[src/logic/fcms_regs.vh]
// Purpose: register offsets, fields, reset values, timing counts
// Assumes: 8-bit register port, byte offsets
// Notes:   definitions only
`ifndef FCMS_REGS_VH
`define FCMS_REGS_VH

// register offsets
`define FCMS_OFF_CTRL1       8'h00
`define FCMS_OFF_CTRL2       8'h01
`define FCMS_OFF_STATUS      8'h02
`define FCMS_OFF_MODE        8'h03

// control-1 fields: clock_select[7:6], reference_divider[5:3],
// internal_ref_select[2]
`define FCMS_C1_CLKSEL_HI    7
`define FCMS_C1_CLKSEL_LO    6
`define FCMS_C1_REFDIV_HI    5
`define FCMS_C1_REFDIV_LO    3
`define FCMS_C1_INTSEL       2
`define FCMS_C1_RESET        8'h04

// control-2 fields: bus_divider[7:6], low_power_bit[3],
// ext_ref_oscillator_select[2], ext_ref_enable[1]
`define FCMS_C2_BUSDIV_HI    7
`define FCMS_C2_BUSDIV_LO    6
`define FCMS_C2_LOWPWR       3
`define FCMS_C2_OSCSEL       2
`define FCMS_C2_EXTEN        1
`define FCMS_C2_WMASK        8'hCE
`define FCMS_C2_RESET        8'h40

// clock_status_fine_trim fields
`define FCMS_SC_REFST        4
`define FCMS_SC_MODEST_HI    3
`define FCMS_SC_MODEST_LO    2
`define FCMS_SC_OSCRDY       1
`define FCMS_SC_TRIM         0
`define FCMS_SC_RESET        8'h10

// clock modes
`define FCMS_CLK_FLL         2'b00
`define FCMS_CLK_INT         2'b01
`define FCMS_CLK_EXT         2'b10

// timing: mode-switch settle count and oscillator start-up
`define FCMS_SETTLE_CYCLES   4
`define FCMS_OSC_INIT_CYCLES 4096

`endif

[src/logic/fcms_sync.v]
// Purpose: two-flop synchroniser for one level
// Assumes: single clock i_clk, synchronous active-high reset
// Notes:   first stage feeds only the second
`timescale 1ns/1ps
`default_nettype none
module fcms_sync #(
  parameter RESET_VAL = 1'b0
) (
  // clock and reset
  input  wire i_clk,
  input  wire i_rst,
  // level
  input  wire i_d,
  output wire o_q
);
  reg meta_reg;
  reg sync_reg;

  always @(posedge i_clk) begin
    if (i_rst) begin
      meta_reg <= RESET_VAL;
      sync_reg <= RESET_VAL;
    end else begin
      meta_reg <= i_d;
      sync_reg <= meta_reg;
    end
  end

  assign o_q = sync_reg;
endmodule // fcms_sync
`default_nettype wire

[src/logic/fcms_top.v]
// Purpose: FLL clock mode control and status register block
// Assumes: 40 MHz i_clk; clock-present pins come from other domains
// Notes:   analog loop and oscillator lie outside; this drives controls
`timescale 1ns/1ps
`default_nettype none
`include "fcms_regs.vh"
module fcms_top #(
  parameter OSC_INIT_CYCLES = `FCMS_OSC_INIT_CYCLES,
  parameter SETTLE_CYCLES   = `FCMS_SETTLE_CYCLES
) (
  // clock and reset
  input  wire       i_clk,
  input  wire       i_rst,
  // register port
  input  wire [7:0] i_addr,
  input  wire [7:0] i_wdata,
  input  wire       i_wr,
  input  wire       i_rd,
  output reg  [7:0] o_rdata,
  // clock presence and debug, from other domains
  input  wire       i_int_ref_alive,
  input  wire       i_ext_ref_alive,
  input  wire       i_debug_mode,
  // controls to the analog clock generator
  output reg  [1:0] o_out_clk_sel,
  output reg        o_fll_enable,
  output reg        o_fll_ref_internal,
  output reg  [2:0] o_reference_divider,
  output reg        o_int_ref_enable,
  output reg        o_ext_ref_enable,
  output reg        o_osc_enable,
  output reg        o_debug_link_clock_en,
  output reg        o_fine_trim_bit,
  output reg  [1:0] o_bus_divider,
  output reg  [2:0] o_mode
);
  // operating states
  localparam [2:0] ST_ENG_INT     = 3'd0;
  localparam [2:0] ST_ENG_EXT     = 3'd1;
  localparam [2:0] ST_BYP_INT     = 3'd2;
  localparam [2:0] ST_BYP_INT_LOW = 3'd3;
  localparam [2:0] ST_BYP_EXT     = 3'd4;
  localparam [2:0] ST_BYP_EXT_LOW = 3'd5;
  localparam [2:0] ST_STOP        = 3'd6;

  localparam OSC_W = 16;
  // counts are cut to the counter widths on purpose
  localparam integer OSC_LAST_I    = OSC_INIT_CYCLES - 1;
  localparam integer SETTLE_LAST_I = SETTLE_CYCLES - 1;
  localparam [OSC_W-1:0] OSC_LAST  = OSC_LAST_I[OSC_W-1:0];
  localparam [3:0] SETTLE_LAST     = SETTLE_LAST_I[3:0];

  // software controls
  reg [1:0] clock_select_reg;
  reg [2:0] reference_divider_reg;
  reg       internal_ref_select_reg;
  reg [1:0] bus_divider_reg;
  reg       low_power_bit_reg;
  reg       ext_ref_oscillator_select_reg;
  reg       ext_ref_enable_reg;
  reg       fine_trim_bit_reg;
  // status
  reg       ref_source_status_reg;
  reg [1:0] clock_mode_status_reg;
  reg       osc_ready_flag_reg;
  reg [2:0] state_reg;
  reg [2:0] state_next;
  reg [OSC_W-1:0] osc_cnt_reg;
  reg [3:0] settle_cnt_reg;
  reg       pend_reg;

  wire int_alive;
  wire ext_alive;
  wire dbg;

  fcms_sync #(.RESET_VAL(1'b1)) u_sync_int (
    .i_clk (i_clk),
    .i_rst (i_rst),
    .i_d   (i_int_ref_alive),
    .o_q   (int_alive)
  );
  fcms_sync #(.RESET_VAL(1'b0)) u_sync_ext (
    .i_clk (i_clk),
    .i_rst (i_rst),
    .i_d   (i_ext_ref_alive),
    .o_q   (ext_alive)
  );
  fcms_sync #(.RESET_VAL(1'b0)) u_sync_dbg (
    .i_clk (i_clk),
    .i_rst (i_rst),
    .i_d   (i_debug_mode),
    .o_q   (dbg)
  );

  wire wr_c1 = i_wr && (i_addr == `FCMS_OFF_CTRL1);
  wire wr_c2 = i_wr && (i_addr == `FCMS_OFF_CTRL2);
  wire wr_sc = i_wr && (i_addr == `FCMS_OFF_STATUS);

  // requested mode from software controls and the debug pin
  always @* begin
    state_next = state_reg;
    case (clock_select_reg)
      `FCMS_CLK_FLL: begin
        state_next = internal_ref_select_reg ?
                     ST_ENG_INT : ST_ENG_EXT;
      end
      `FCMS_CLK_INT: begin
        if (internal_ref_select_reg) begin
          if (dbg || !low_power_bit_reg)
            state_next = ST_BYP_INT;
          else
            state_next = ST_BYP_INT_LOW;
        end
      end
      `FCMS_CLK_EXT: begin
        if (!internal_ref_select_reg) begin
          if (dbg || !low_power_bit_reg)
            state_next = ST_BYP_EXT;
          else
            state_next = ST_BYP_EXT_LOW;
        end
      end
      default: state_next = state_reg;
    endcase
  end

  // the clock the requested state runs from must be present
  reg target_ok;
  always @* begin
    target_ok = 1'b0;
    case (state_next)
      ST_ENG_INT, ST_BYP_INT, ST_BYP_INT_LOW: target_ok = int_alive;
      ST_ENG_EXT, ST_BYP_EXT, ST_BYP_EXT_LOW: target_ok = ext_alive;
      default: target_ok = 1'b0;
    endcase
  end

  wire ext_used = ext_ref_enable_reg || (state_reg == ST_ENG_EXT) ||
                  (state_reg == ST_BYP_EXT) ||
                  (state_reg == ST_BYP_EXT_LOW);

  always @(posedge i_clk) begin
    if (i_rst) begin
      clock_select_reg              <= 2'b00;
      reference_divider_reg         <= 3'b000;
      internal_ref_select_reg       <= 1'b1;
      bus_divider_reg               <= 2'b01;
      low_power_bit_reg             <= 1'b0;
      ext_ref_oscillator_select_reg <= 1'b0;
      ext_ref_enable_reg            <= 1'b0;
      fine_trim_bit_reg             <= 1'b0;
    end else begin
      if (wr_c1) begin
        clock_select_reg <= i_wdata[`FCMS_C1_CLKSEL_HI:`FCMS_C1_CLKSEL_LO];
        reference_divider_reg <=
          i_wdata[`FCMS_C1_REFDIV_HI:`FCMS_C1_REFDIV_LO];
        internal_ref_select_reg <= i_wdata[`FCMS_C1_INTSEL];
      end
      if (wr_c2) begin
        bus_divider_reg <= i_wdata[`FCMS_C2_BUSDIV_HI:`FCMS_C2_BUSDIV_LO];
        low_power_bit_reg             <= i_wdata[`FCMS_C2_LOWPWR];
        ext_ref_oscillator_select_reg <= i_wdata[`FCMS_C2_OSCSEL];
        ext_ref_enable_reg            <= i_wdata[`FCMS_C2_EXTEN];
      end
      // other status bits ignore writes
      if (wr_sc)
        fine_trim_bit_reg <= i_wdata[`FCMS_SC_TRIM];
    end
  end

  // mode switch waits for settled, present new clock
  always @(posedge i_clk) begin
    if (i_rst) begin
      state_reg      <= ST_ENG_INT;
      settle_cnt_reg <= 4'h0;
      pend_reg       <= 1'b0;
    end else if (state_next == state_reg) begin
      settle_cnt_reg <= 4'h0;
      pend_reg       <= 1'b0;
    end else if (!target_ok) begin
      // missing clock: previous mode stays
      settle_cnt_reg <= 4'h0;
      pend_reg       <= 1'b1;
    end else if (settle_cnt_reg == SETTLE_LAST) begin
      state_reg      <= state_next;
      settle_cnt_reg <= 4'h0;
      pend_reg       <= 1'b0;
    end else begin
      settle_cnt_reg <= settle_cnt_reg + 4'h1;
      pend_reg       <= 1'b1;
    end
  end

  // status follows the state, so it lags the select write
  always @(posedge i_clk) begin
    if (i_rst) begin
      ref_source_status_reg <= 1'b1;
      clock_mode_status_reg <= `FCMS_CLK_FLL;
    end else begin
      case (state_reg)
        ST_ENG_INT: begin
          ref_source_status_reg <= 1'b1;
          clock_mode_status_reg <= `FCMS_CLK_FLL;
        end
        ST_ENG_EXT: begin
          ref_source_status_reg <= 1'b0;
          clock_mode_status_reg <= `FCMS_CLK_FLL;
        end
        ST_BYP_INT, ST_BYP_INT_LOW: begin
          ref_source_status_reg <= 1'b1;
          clock_mode_status_reg <= `FCMS_CLK_INT;
        end
        ST_BYP_EXT, ST_BYP_EXT_LOW: begin
          ref_source_status_reg <= 1'b0;
          clock_mode_status_reg <= `FCMS_CLK_EXT;
        end
        default: begin
          ref_source_status_reg <= ref_source_status_reg;
          clock_mode_status_reg <= clock_mode_status_reg;
        end
      endcase
    end
  end

  // oscillator start-up count and ready flag
  always @(posedge i_clk) begin
    if (i_rst) begin
      osc_cnt_reg        <= {OSC_W{1'b0}};
      osc_ready_flag_reg <= 1'b0;
    end else if (!ext_ref_enable_reg && !ext_used ||
                 !ext_ref_oscillator_select_reg) begin
      osc_cnt_reg <= {OSC_W{1'b0}};
      // every counter clear also drops the flag
      if (!ext_ref_enable_reg || !ext_ref_oscillator_select_reg)
        osc_ready_flag_reg <= 1'b0;
    end else if (!osc_ready_flag_reg && ext_alive) begin
      if (osc_cnt_reg == OSC_LAST)
        osc_ready_flag_reg <= 1'b1;
      else
        osc_cnt_reg <= osc_cnt_reg + {{(OSC_W-1){1'b0}}, 1'b1};
    end
  end

  // analog controls decoded from the settled state and the control registers
  always @(posedge i_clk) begin
    if (i_rst) begin
      o_out_clk_sel         <= `FCMS_CLK_FLL;
      o_fll_enable          <= 1'b1;
      o_fll_ref_internal    <= 1'b1;
      o_reference_divider   <= 3'b000;
      o_int_ref_enable      <= 1'b1;
      o_ext_ref_enable      <= 1'b0;
      o_osc_enable          <= 1'b0;
      o_debug_link_clock_en <= 1'b1;
      o_fine_trim_bit       <= 1'b0;
      o_bus_divider         <= 2'b01;
      o_mode                <= ST_ENG_INT;
    end else begin
      o_mode              <= state_reg;
      o_reference_divider <= reference_divider_reg;
      o_bus_divider       <= bus_divider_reg;
      // set lengthens int ref period one step, clear shortens
      o_fine_trim_bit     <= fine_trim_bit_reg;
      o_osc_enable        <= ext_ref_oscillator_select_reg && ext_used;
      case (state_reg)
        ST_ENG_INT, ST_BYP_INT: begin
          o_out_clk_sel <= (state_reg == ST_ENG_INT) ?
                           `FCMS_CLK_FLL : `FCMS_CLK_INT;
          o_fll_enable          <= 1'b1;
          o_fll_ref_internal    <= 1'b1;
          o_int_ref_enable      <= 1'b1;
          o_ext_ref_enable      <= ext_ref_enable_reg;
          o_debug_link_clock_en <= 1'b1;
        end
        ST_BYP_INT_LOW: begin
          o_out_clk_sel         <= `FCMS_CLK_INT;
          o_fll_enable          <= 1'b0;
          o_fll_ref_internal    <= 1'b1;
          o_int_ref_enable      <= 1'b1;
          o_ext_ref_enable      <= ext_ref_enable_reg;
          o_debug_link_clock_en <= 1'b0;
        end
        ST_ENG_EXT, ST_BYP_EXT: begin
          o_out_clk_sel <= (state_reg == ST_ENG_EXT) ?
                           `FCMS_CLK_FLL : `FCMS_CLK_EXT;
          o_fll_enable          <= 1'b1;
          o_fll_ref_internal    <= 1'b0;
          o_int_ref_enable      <= 1'b0;
          o_ext_ref_enable      <= 1'b1;
          o_debug_link_clock_en <= 1'b1;
        end
        ST_BYP_EXT_LOW: begin
          o_out_clk_sel         <= `FCMS_CLK_EXT;
          o_fll_enable          <= 1'b0;
          o_fll_ref_internal    <= 1'b0;
          o_int_ref_enable      <= 1'b0;
          o_ext_ref_enable      <= 1'b1;
          o_debug_link_clock_en <= 1'b0;
        end
        default: begin
          o_out_clk_sel         <= o_out_clk_sel;
          o_fll_enable          <= o_fll_enable;
          o_fll_ref_internal    <= o_fll_ref_internal;
          o_int_ref_enable      <= o_int_ref_enable;
          o_ext_ref_enable      <= o_ext_ref_enable;
          o_debug_link_clock_en <= o_debug_link_clock_en;
        end
      endcase
    end
  end

  // read data valid only in the cycle after the strobe
  always @(posedge i_clk) begin
    if (i_rst) begin
      o_rdata <= 8'h00;
    end else if (i_rd) begin
      case (i_addr)
        `FCMS_OFF_CTRL1:
          o_rdata <= {clock_select_reg, reference_divider_reg,
                      internal_ref_select_reg, 2'b00};
        `FCMS_OFF_CTRL2:
          o_rdata <= {bus_divider_reg, 2'b00, low_power_bit_reg,
                      ext_ref_oscillator_select_reg,
                      ext_ref_enable_reg, 1'b0};
        `FCMS_OFF_STATUS:
          o_rdata <= {3'b000, ref_source_status_reg,
                      clock_mode_status_reg, osc_ready_flag_reg,
                      fine_trim_bit_reg};
        `FCMS_OFF_MODE:
          o_rdata <= {3'b000, pend_reg, 1'b0, state_reg};
        default:
          o_rdata <= 8'h00;
      endcase
    end else begin
      o_rdata <= 8'h00;
    end
  end
endmodule // fcms_top
`default_nettype wire

[config.mk]
export PLATFORM = sky130hd
export DESIGN_NAME = fcms_top
export DESIGN_NICKNAME = d
export VERILOG_FILES = /design/src/logic/fcms_sync.v /design/src/logic/fcms_top.v
export VERILOG_INCLUDE_DIRS = /design/src /design/src/logic
export SDC_FILE = /design/constraint.sdc
export NUM_CORES = 1
export LEC_CHECK = 0
export BUFFER_PORTS_ARGS = -buffer_cell sky130_fd_sc_hd__buf_2
export CORE_UTILIZATION = 55
export DETAILED_ROUTE_END_ITERATION = 8
export PLACE_DENSITY = 0.88
export SLEW_MARGIN = 20
export SYNTH_ARGS = -nofsm -noshare
export SYNTH_HDL_FRONTEND = slang
export SYNTH_HIERARCHICAL = 1
export SYNTH_SLANG_ARGS = --single-unit
[constraint.sdc]
create_clock -name i_clk -period 2.3 [get_ports i_clk]
set_clock_uncertainty 0.15 [all_clocks]
set_input_delay 0.23 -clock i_clk [delete_from_list [all_inputs] [get_ports i_clk]]
set_output_delay 0.23 -clock i_clk [all_outputs]
set_load 0.05 [all_outputs]
==> results.cfg, run 1 <==
[die]
die_x_um = 73.7
core-area_um2 = 4820
dieHeight_um = 73.7
io_pins = 48
initial_core_util_pct = 58.6
dieArea_um2 = 5430
rows = 25

[synth]
syn-cell-area_um2 = 2830
synthArstFlopShare_pct = 0
avgSynthCellArea_um2 = 9.68
synth_cell_types = 53
synth_edf_count = 0
ys_seq_area_share_pct = 47.5
yosys_register_bits = 67
synth_flop_cell = dfxtp_1
yosysWarnings = 6
netlist_instances = 292
synth_nets = 317

[route]
initialDrtViolationCount = 213
firstDrtPassIters = 4
top_layer = met4
viasPerCell = 5.28
drc_errors = 0
wl_met3_um = 354
antenna_left = 0
drt-wirelength-per-cell_um = 14.1
wl_met1_mm = 2.60
dr_total_vias = 2230
route.met2.wl_mm = 2.92
wl_mm = 5.97

[timing]
max_freq_ghz = 0.452
setup_viol = 0
rsz0062_at_grt = no
slew_viol_final = 0
fin_ws_ps = 86.4
period_share_pct = 96.2
hold_viol_final = 0
worstMarginPinSlew_ps = 602
relSlewSlack_pct = 59.8
fin_crit_ps = 2210

[power]
power_mw = 2.30
power.density_nw_per_um2 = 673
ir_drop_mv = 0.664
p_leak_nw = 1.43

[min_path]
hold_class = in -> reg

[layout]
nNetsFinal = 375
nFillCells = 377
design_area_um2 = 3410
final_layout_size_suffix_gt1_share_pct = 25.9
areaGrowthSynthToFinish_pct = 20.8
diodes = 0
utilization_pct = 70.9
fin_cells = 422
largest_reg_flops = 16

[grt]
grt_max_degree = 38
gr-total-overflow = 0
grt_pass1_vias = 2146
grt_usage_pct = 24.4
grt_antenna_before_repair = 0
grt_pass1_wl_mm = 9.72

[worst_setup_path]
crit_path_max_incr_delay_ps = 400
critPathMaxFanout = 9
crit_arrival_ps = 2300
cpMaxStageDelayCell = dfxtp_4
start_kind = register
crit_path_cell_trace = mux2_4 -> a22oi_4 -> or3b_1 -> a32o_2 -> nand3_2 -> mux2_1
cp-end-kind = register
worstSetupPathType = reg -> reg
cp.required_ps = 2390

[place]
post_dp_cell_area_um2 = 3090
dpl.hpwl_mm = 3.77
dpl.cell_count = 396
io_buffers = 47
place_congestion = 0.818
dp_slack_ps = -1.90

[run_status]
outcome = complete, no violations

[clock_network]
cts_max_path_buffers = 2
clock-sinks = 67
cts_tree = done
cts_root_buffer = clkbuf_8
numCtsBuffers = 9
clkLatencyLatePin_ps = 350
htreeDepth = 3
clk_pin_slew_ps = 80
postCtsSetupBuffers = 0

[run]
maxCapViolCount = 0
==> cell type report <==
class / instances / area [um^2] / share of cell area [%]
tap: 67 / 83.8 / 2.46
clock buffer: 9 / 124 / 3.63
clock inverter: 7 / 92.6 / 2.71
multi-input combinational: 197 / 1340 / 39.2
timing repair buffer: 64 / 388 / 11.4
sequential: 67 / 1350 / 39.4
inverter: 11 / 41.3 / 1.21
==> per-layer routing <==
| metal | vias up | global-route usage [%] |
|---|---|---|
| li1 | 1115 | - |
| met2 | 68 | 38.6 |
| met4 | 0 | 10.3 |
| met1 | 1038 | 29.9 |
| met3 | 9 | 9.19 |
| met5 | - | 0 |
==> critical path: cells and delay by family (launching register included) <==
family | cells | cell delay [ps]
compound gates | 2 | 420
flops | 1 | 400
simple gates | 2 | 480
mux | 2 | 650
==> what timing repair did <==
item                                    in CTS  in global routing
hold buffers                                10                  0
endpoints found under the setup margin       3                  3
pin swaps                                    0                  0
hold endpoints to repair                    11                  0
gates resized for setup                      1                  2
==> power breakdown <==
part	switching [mW]	internal, mW	leakage (nW)
Combinational	0.0372	0.0380	0.784
Clock	0.451	0.605	0.101
Sequential	0.00193	1.16	0.542
Total	0.490	1.81	1.43
==> Yosys cell counts (all sizes together) (8+ instances only) <==
library cell,n,area [um^2]
buf,10,77.6
nor2b,15,93.8
nand3,8,55.1
nor2,43,161
nand2,11,41.3
xor2,8,70.1
mux2i,15,150
dfxtp,67,1340
inv,11,41.3
nor3,14,85.1
==> path summary, 6_finish.rpt <==
kind	from	end	cells after the start	slack (ps)
worst min-delay path	i_wdata[2]	ext_ref_oscillator_select_reg	3	20
worst max-delay path	clock_select_reg[1]	state_reg[1]	6	90
worst min register to register	u_sync_int/meta_reg	u_sync_int/o_q	1	270
worst max register to register	clock_select_reg[1]	state_reg[1]	6	90
==> cells by family (layout without fill, tap and decap cells) <==
| family | after synthesis | in the layout | share of synthesized area (%) |
|---|---|---|---|
| xor gates and xnor gates | 15 | 15 | 4.65 |
| muxes | 23 | 23 | 9.03 |
| AOI/OAI and AO/OA | 34 | 34 | 9.08 |
| and+or+nand+nor | 123 | 123 | 23.7 |
| DFF | 67 | 67 | 47.5 |
| buffers and inverters | 28 | 91 | 5.18 |
| adders and majority gates | 2 | 2 | 0.886 |
==> cell usage in the layout (no fill, tap or decap), types with 2 or more instances in the layout <==
cell and n:
xnor2_1 7, o21ai_0 5, dfxtp_1 65, mux2i_1 15
or3b_1 2, nand3_1 5, mux2_1 3, nor3_2 3
nand2_1 11, clkbuf_8 9, mux2_2 3, inv_1 11
a22oi_1 2, nor2_1 43, clkinv_2 2, o32ai_1 2
and3_1 3, a31oi_1 3, nor3b_1 3, a21oi_1 7
nand3_2 3, nand2b_1 6, a211o_1 2, bufinv_16 2
ha_1 2, xor2_1 8, buf_2 47, nor2b_1 15
or2_2 2, or2_1 2, or4_1 2, clkinvlp_4 3
nor3_1 11, and4_1 2, nand3b_1 3, o211ai_1 2
dlygate4sd3_1 10, buf_4 7, o21ai_1 2, nand4_1 3
==> stage by stage <==
| step | setup TNS [ps] | hold WS [ps] |
|---|---|---|
| 6_report | 0 | 18.7 |
| 5_1_grt | 0 | 27.0 |
| 4_1_cts | 0 | 2.79 |
| 3_5_place_dp | -1.90 | 258 |
| 3_3_place_gp | 0 | 243 |
| 2_1_floorplan | 0 | 152 |
Note: power is estimated with default switching activity, not from simulation.
==> run 2, diff against run 1 <==
CORE_UTILIZATION = 45   (was 55)
PLACE_DENSITY = 0.76   (was 0.88)
clock period = 2.2 ns   (was 2.3 ns; I/O delays follow)
==> run 2 against run 1 <==
  * Sequential share of layout area shrank 0.66 points
  * Sequential power grew 4%
  * Final cell count grew 3.3%
  * Count of clock-buffer cells in the layout increased by 2
  * Fmax increased by 4.7%
  * Clock power shrank 9%
  * Utilization down 13 points
  * First-iteration DRC count down 81%
  * Cell area rose by 1.8%
==> results.cfg, run 2 (synthesized netlist as in run 1, its figures left out) <==
[worst_setup_path]
path_buf_inv = 1
cp-end-kind = register
crit_family = multiplexers
crit_path_cell_trace = buf_4 -> mux2_2 -> o21ai_4 -> or3b_1 -> a32o_2 -> nand3_4 -> mux2_1
reg2reg_from = clock_select_reg[1]
critPathMaxFanout = 7
crit_start = clock_select_reg[1]
cpMaxStageDelayCell = dfxtp_4
start_kind = register
worstSetupPathType = reg -> reg
cp.required_ps = 2270
crit_arrival_ps = 2190
crit_path_max_incr_delay_ps = 350

[timing]
relSlewSlack_pct = 67.9
hold_viol_final = 0
period_share_pct = 96.1
max_freq_ghz = 0.473
worstMarginPinSlew_ps = 481
rsz0062_at_grt = no
tns_ps = 0
slew_viol_final = 0
fin_crit_ps = 2110
setup_viol = 0
fin_ws_ps = 85.6

[layout]
layout_commonest_cell = dfxtp_1
seqCellArea_um2 = 1350
nNetsFinal = 383
multi_input_area_um2 = 1360
diodes = 0
final_layout_size_suffix_gt1_share_pct = 27.4
nFillCells = 528
largest_reg_flops = 16
fin_cells = 436
areaGrowthSynthToFinish_pct = 23.0
final_cell_mix = 64 x dfxtp_1, 47 x buf_2, 43 x nor2_1

[route]
initialDrtViolationCount = 40
drc_errors = 0
antenna_left = 0
wl_mm = 5.83
drt-wirelength-per-cell_um = 13.4
viasPerCell = 5.08
dr_total_vias = 2213
firstDrtPassIters = 4

[clock_network]
clock-sinks = 67
clk_pin_slew_ps = 70
cts_root_buffer = clkbuf_8
htreeDepth = 3
cts_tree = done
clkLatencyLatePin_ps = 340
numCtsBuffers = 9
cts_max_path_buffers = 2

[die]
rows = 28
io_pins = 48
dieHeight_um = 81.2
die_x_um = 81.2
core-area_um2 = 5990
initial_core_util_pct = 47.2
dieArea_um2 = 6600

[grt]
grt_max_degree = 29
grt_usage_pct = 19.4
grt_pass1_wl_mm = 9.51
grt_pass1_vias = 2120
grt_antenna_before_repair = 0
gr-total-overflow = 0

[place]
dpl.hpwl_mm = 3.96
dp_slack_ps = -14.8
dpl.cell_count = 410
place_congestion = 0.952
io_buffers = 47

[run_status]
outcome = complete, no violations

[power]
power.density_nw_per_um2 = 652
ir_drop_mv = 0.442
p_leak_nw = 1.46

[min_path]
hold_class = in -> reg
hp-start = i_addr[1]

[run]
maxCapViolCount = 0
==> run 2: final timing paths <==
path / endpoint / slack [ps] / cells after the start
worst min register to register: u_sync_int/o_q / 250 / 1
worst max register to register: state_reg[1] / 90 / 7
worst max-delay path: state_reg[1] / 90 / 7
worst min-delay path: o_rdata[7] / 70 / 2
==> run 2: metrics by stage <==
step | hold slack [ps] | utilization (%) | power, mW | cell area, um^2
final | 70.4 | 58.0 | 2.27 | 3470
after detailed placement | 241 | 52.5 | 1.31 | 3150
after floorplan | 142 | - | 1.28 | 2830
after global placement | 242 | 52.5 | 1.31 | 3150
after CTS | 57.0 | 57.5 | 2.29 | 3440
after global routing | 100 | 58.0 | 2.34 | 3470
==> run 2: report_power, final <==
part | total (mW) | switching, mW | internal (mW)
Sequential | 1.22 | 0.00200 | 1.22
Combinational | 0.0815 | 0.0378 | 0.0437
Clock | 0.965 | 0.427 | 0.538
==> run 2: area by class of cell <==
cell class,count,area share [%]
sequential,67,38.8
multi-input combinational,197,39.1
inverter,11,1.19
clock inverter,3,1.15
timing repair buffer,72,13.0
clock buffer,11,4.07
tap,75,2.70
==> run 2: repair_timing <==
| item | in CTS | in global routing |
|---|---|---|
| hold buffers | 11 | 0 |
| pin swaps | 0 | 1 |
| buffers inserted | 0 | 1 |
| endpoints found under the setup margin | 3 | 3 |
| gates resized for setup | 1 | 7 |
| hold endpoints to repair | 13 | 0 |
| gates cloned | 0 | 0 |
==> run 2: per-layer routing <==
| metal | up-vias | track usage, % | wire length, um |
|---|---|---|---|
| li1 | 1122 | - | - |
| met1 | 1030 | 22.9 | 2640 |
| met2 | 47 | 31.8 | 2840 |
| met3 | 14 | 4.49 | 192 |
| met4 | 0 | 11.8 | 154 |
| met5 | - | 0 | 0 |
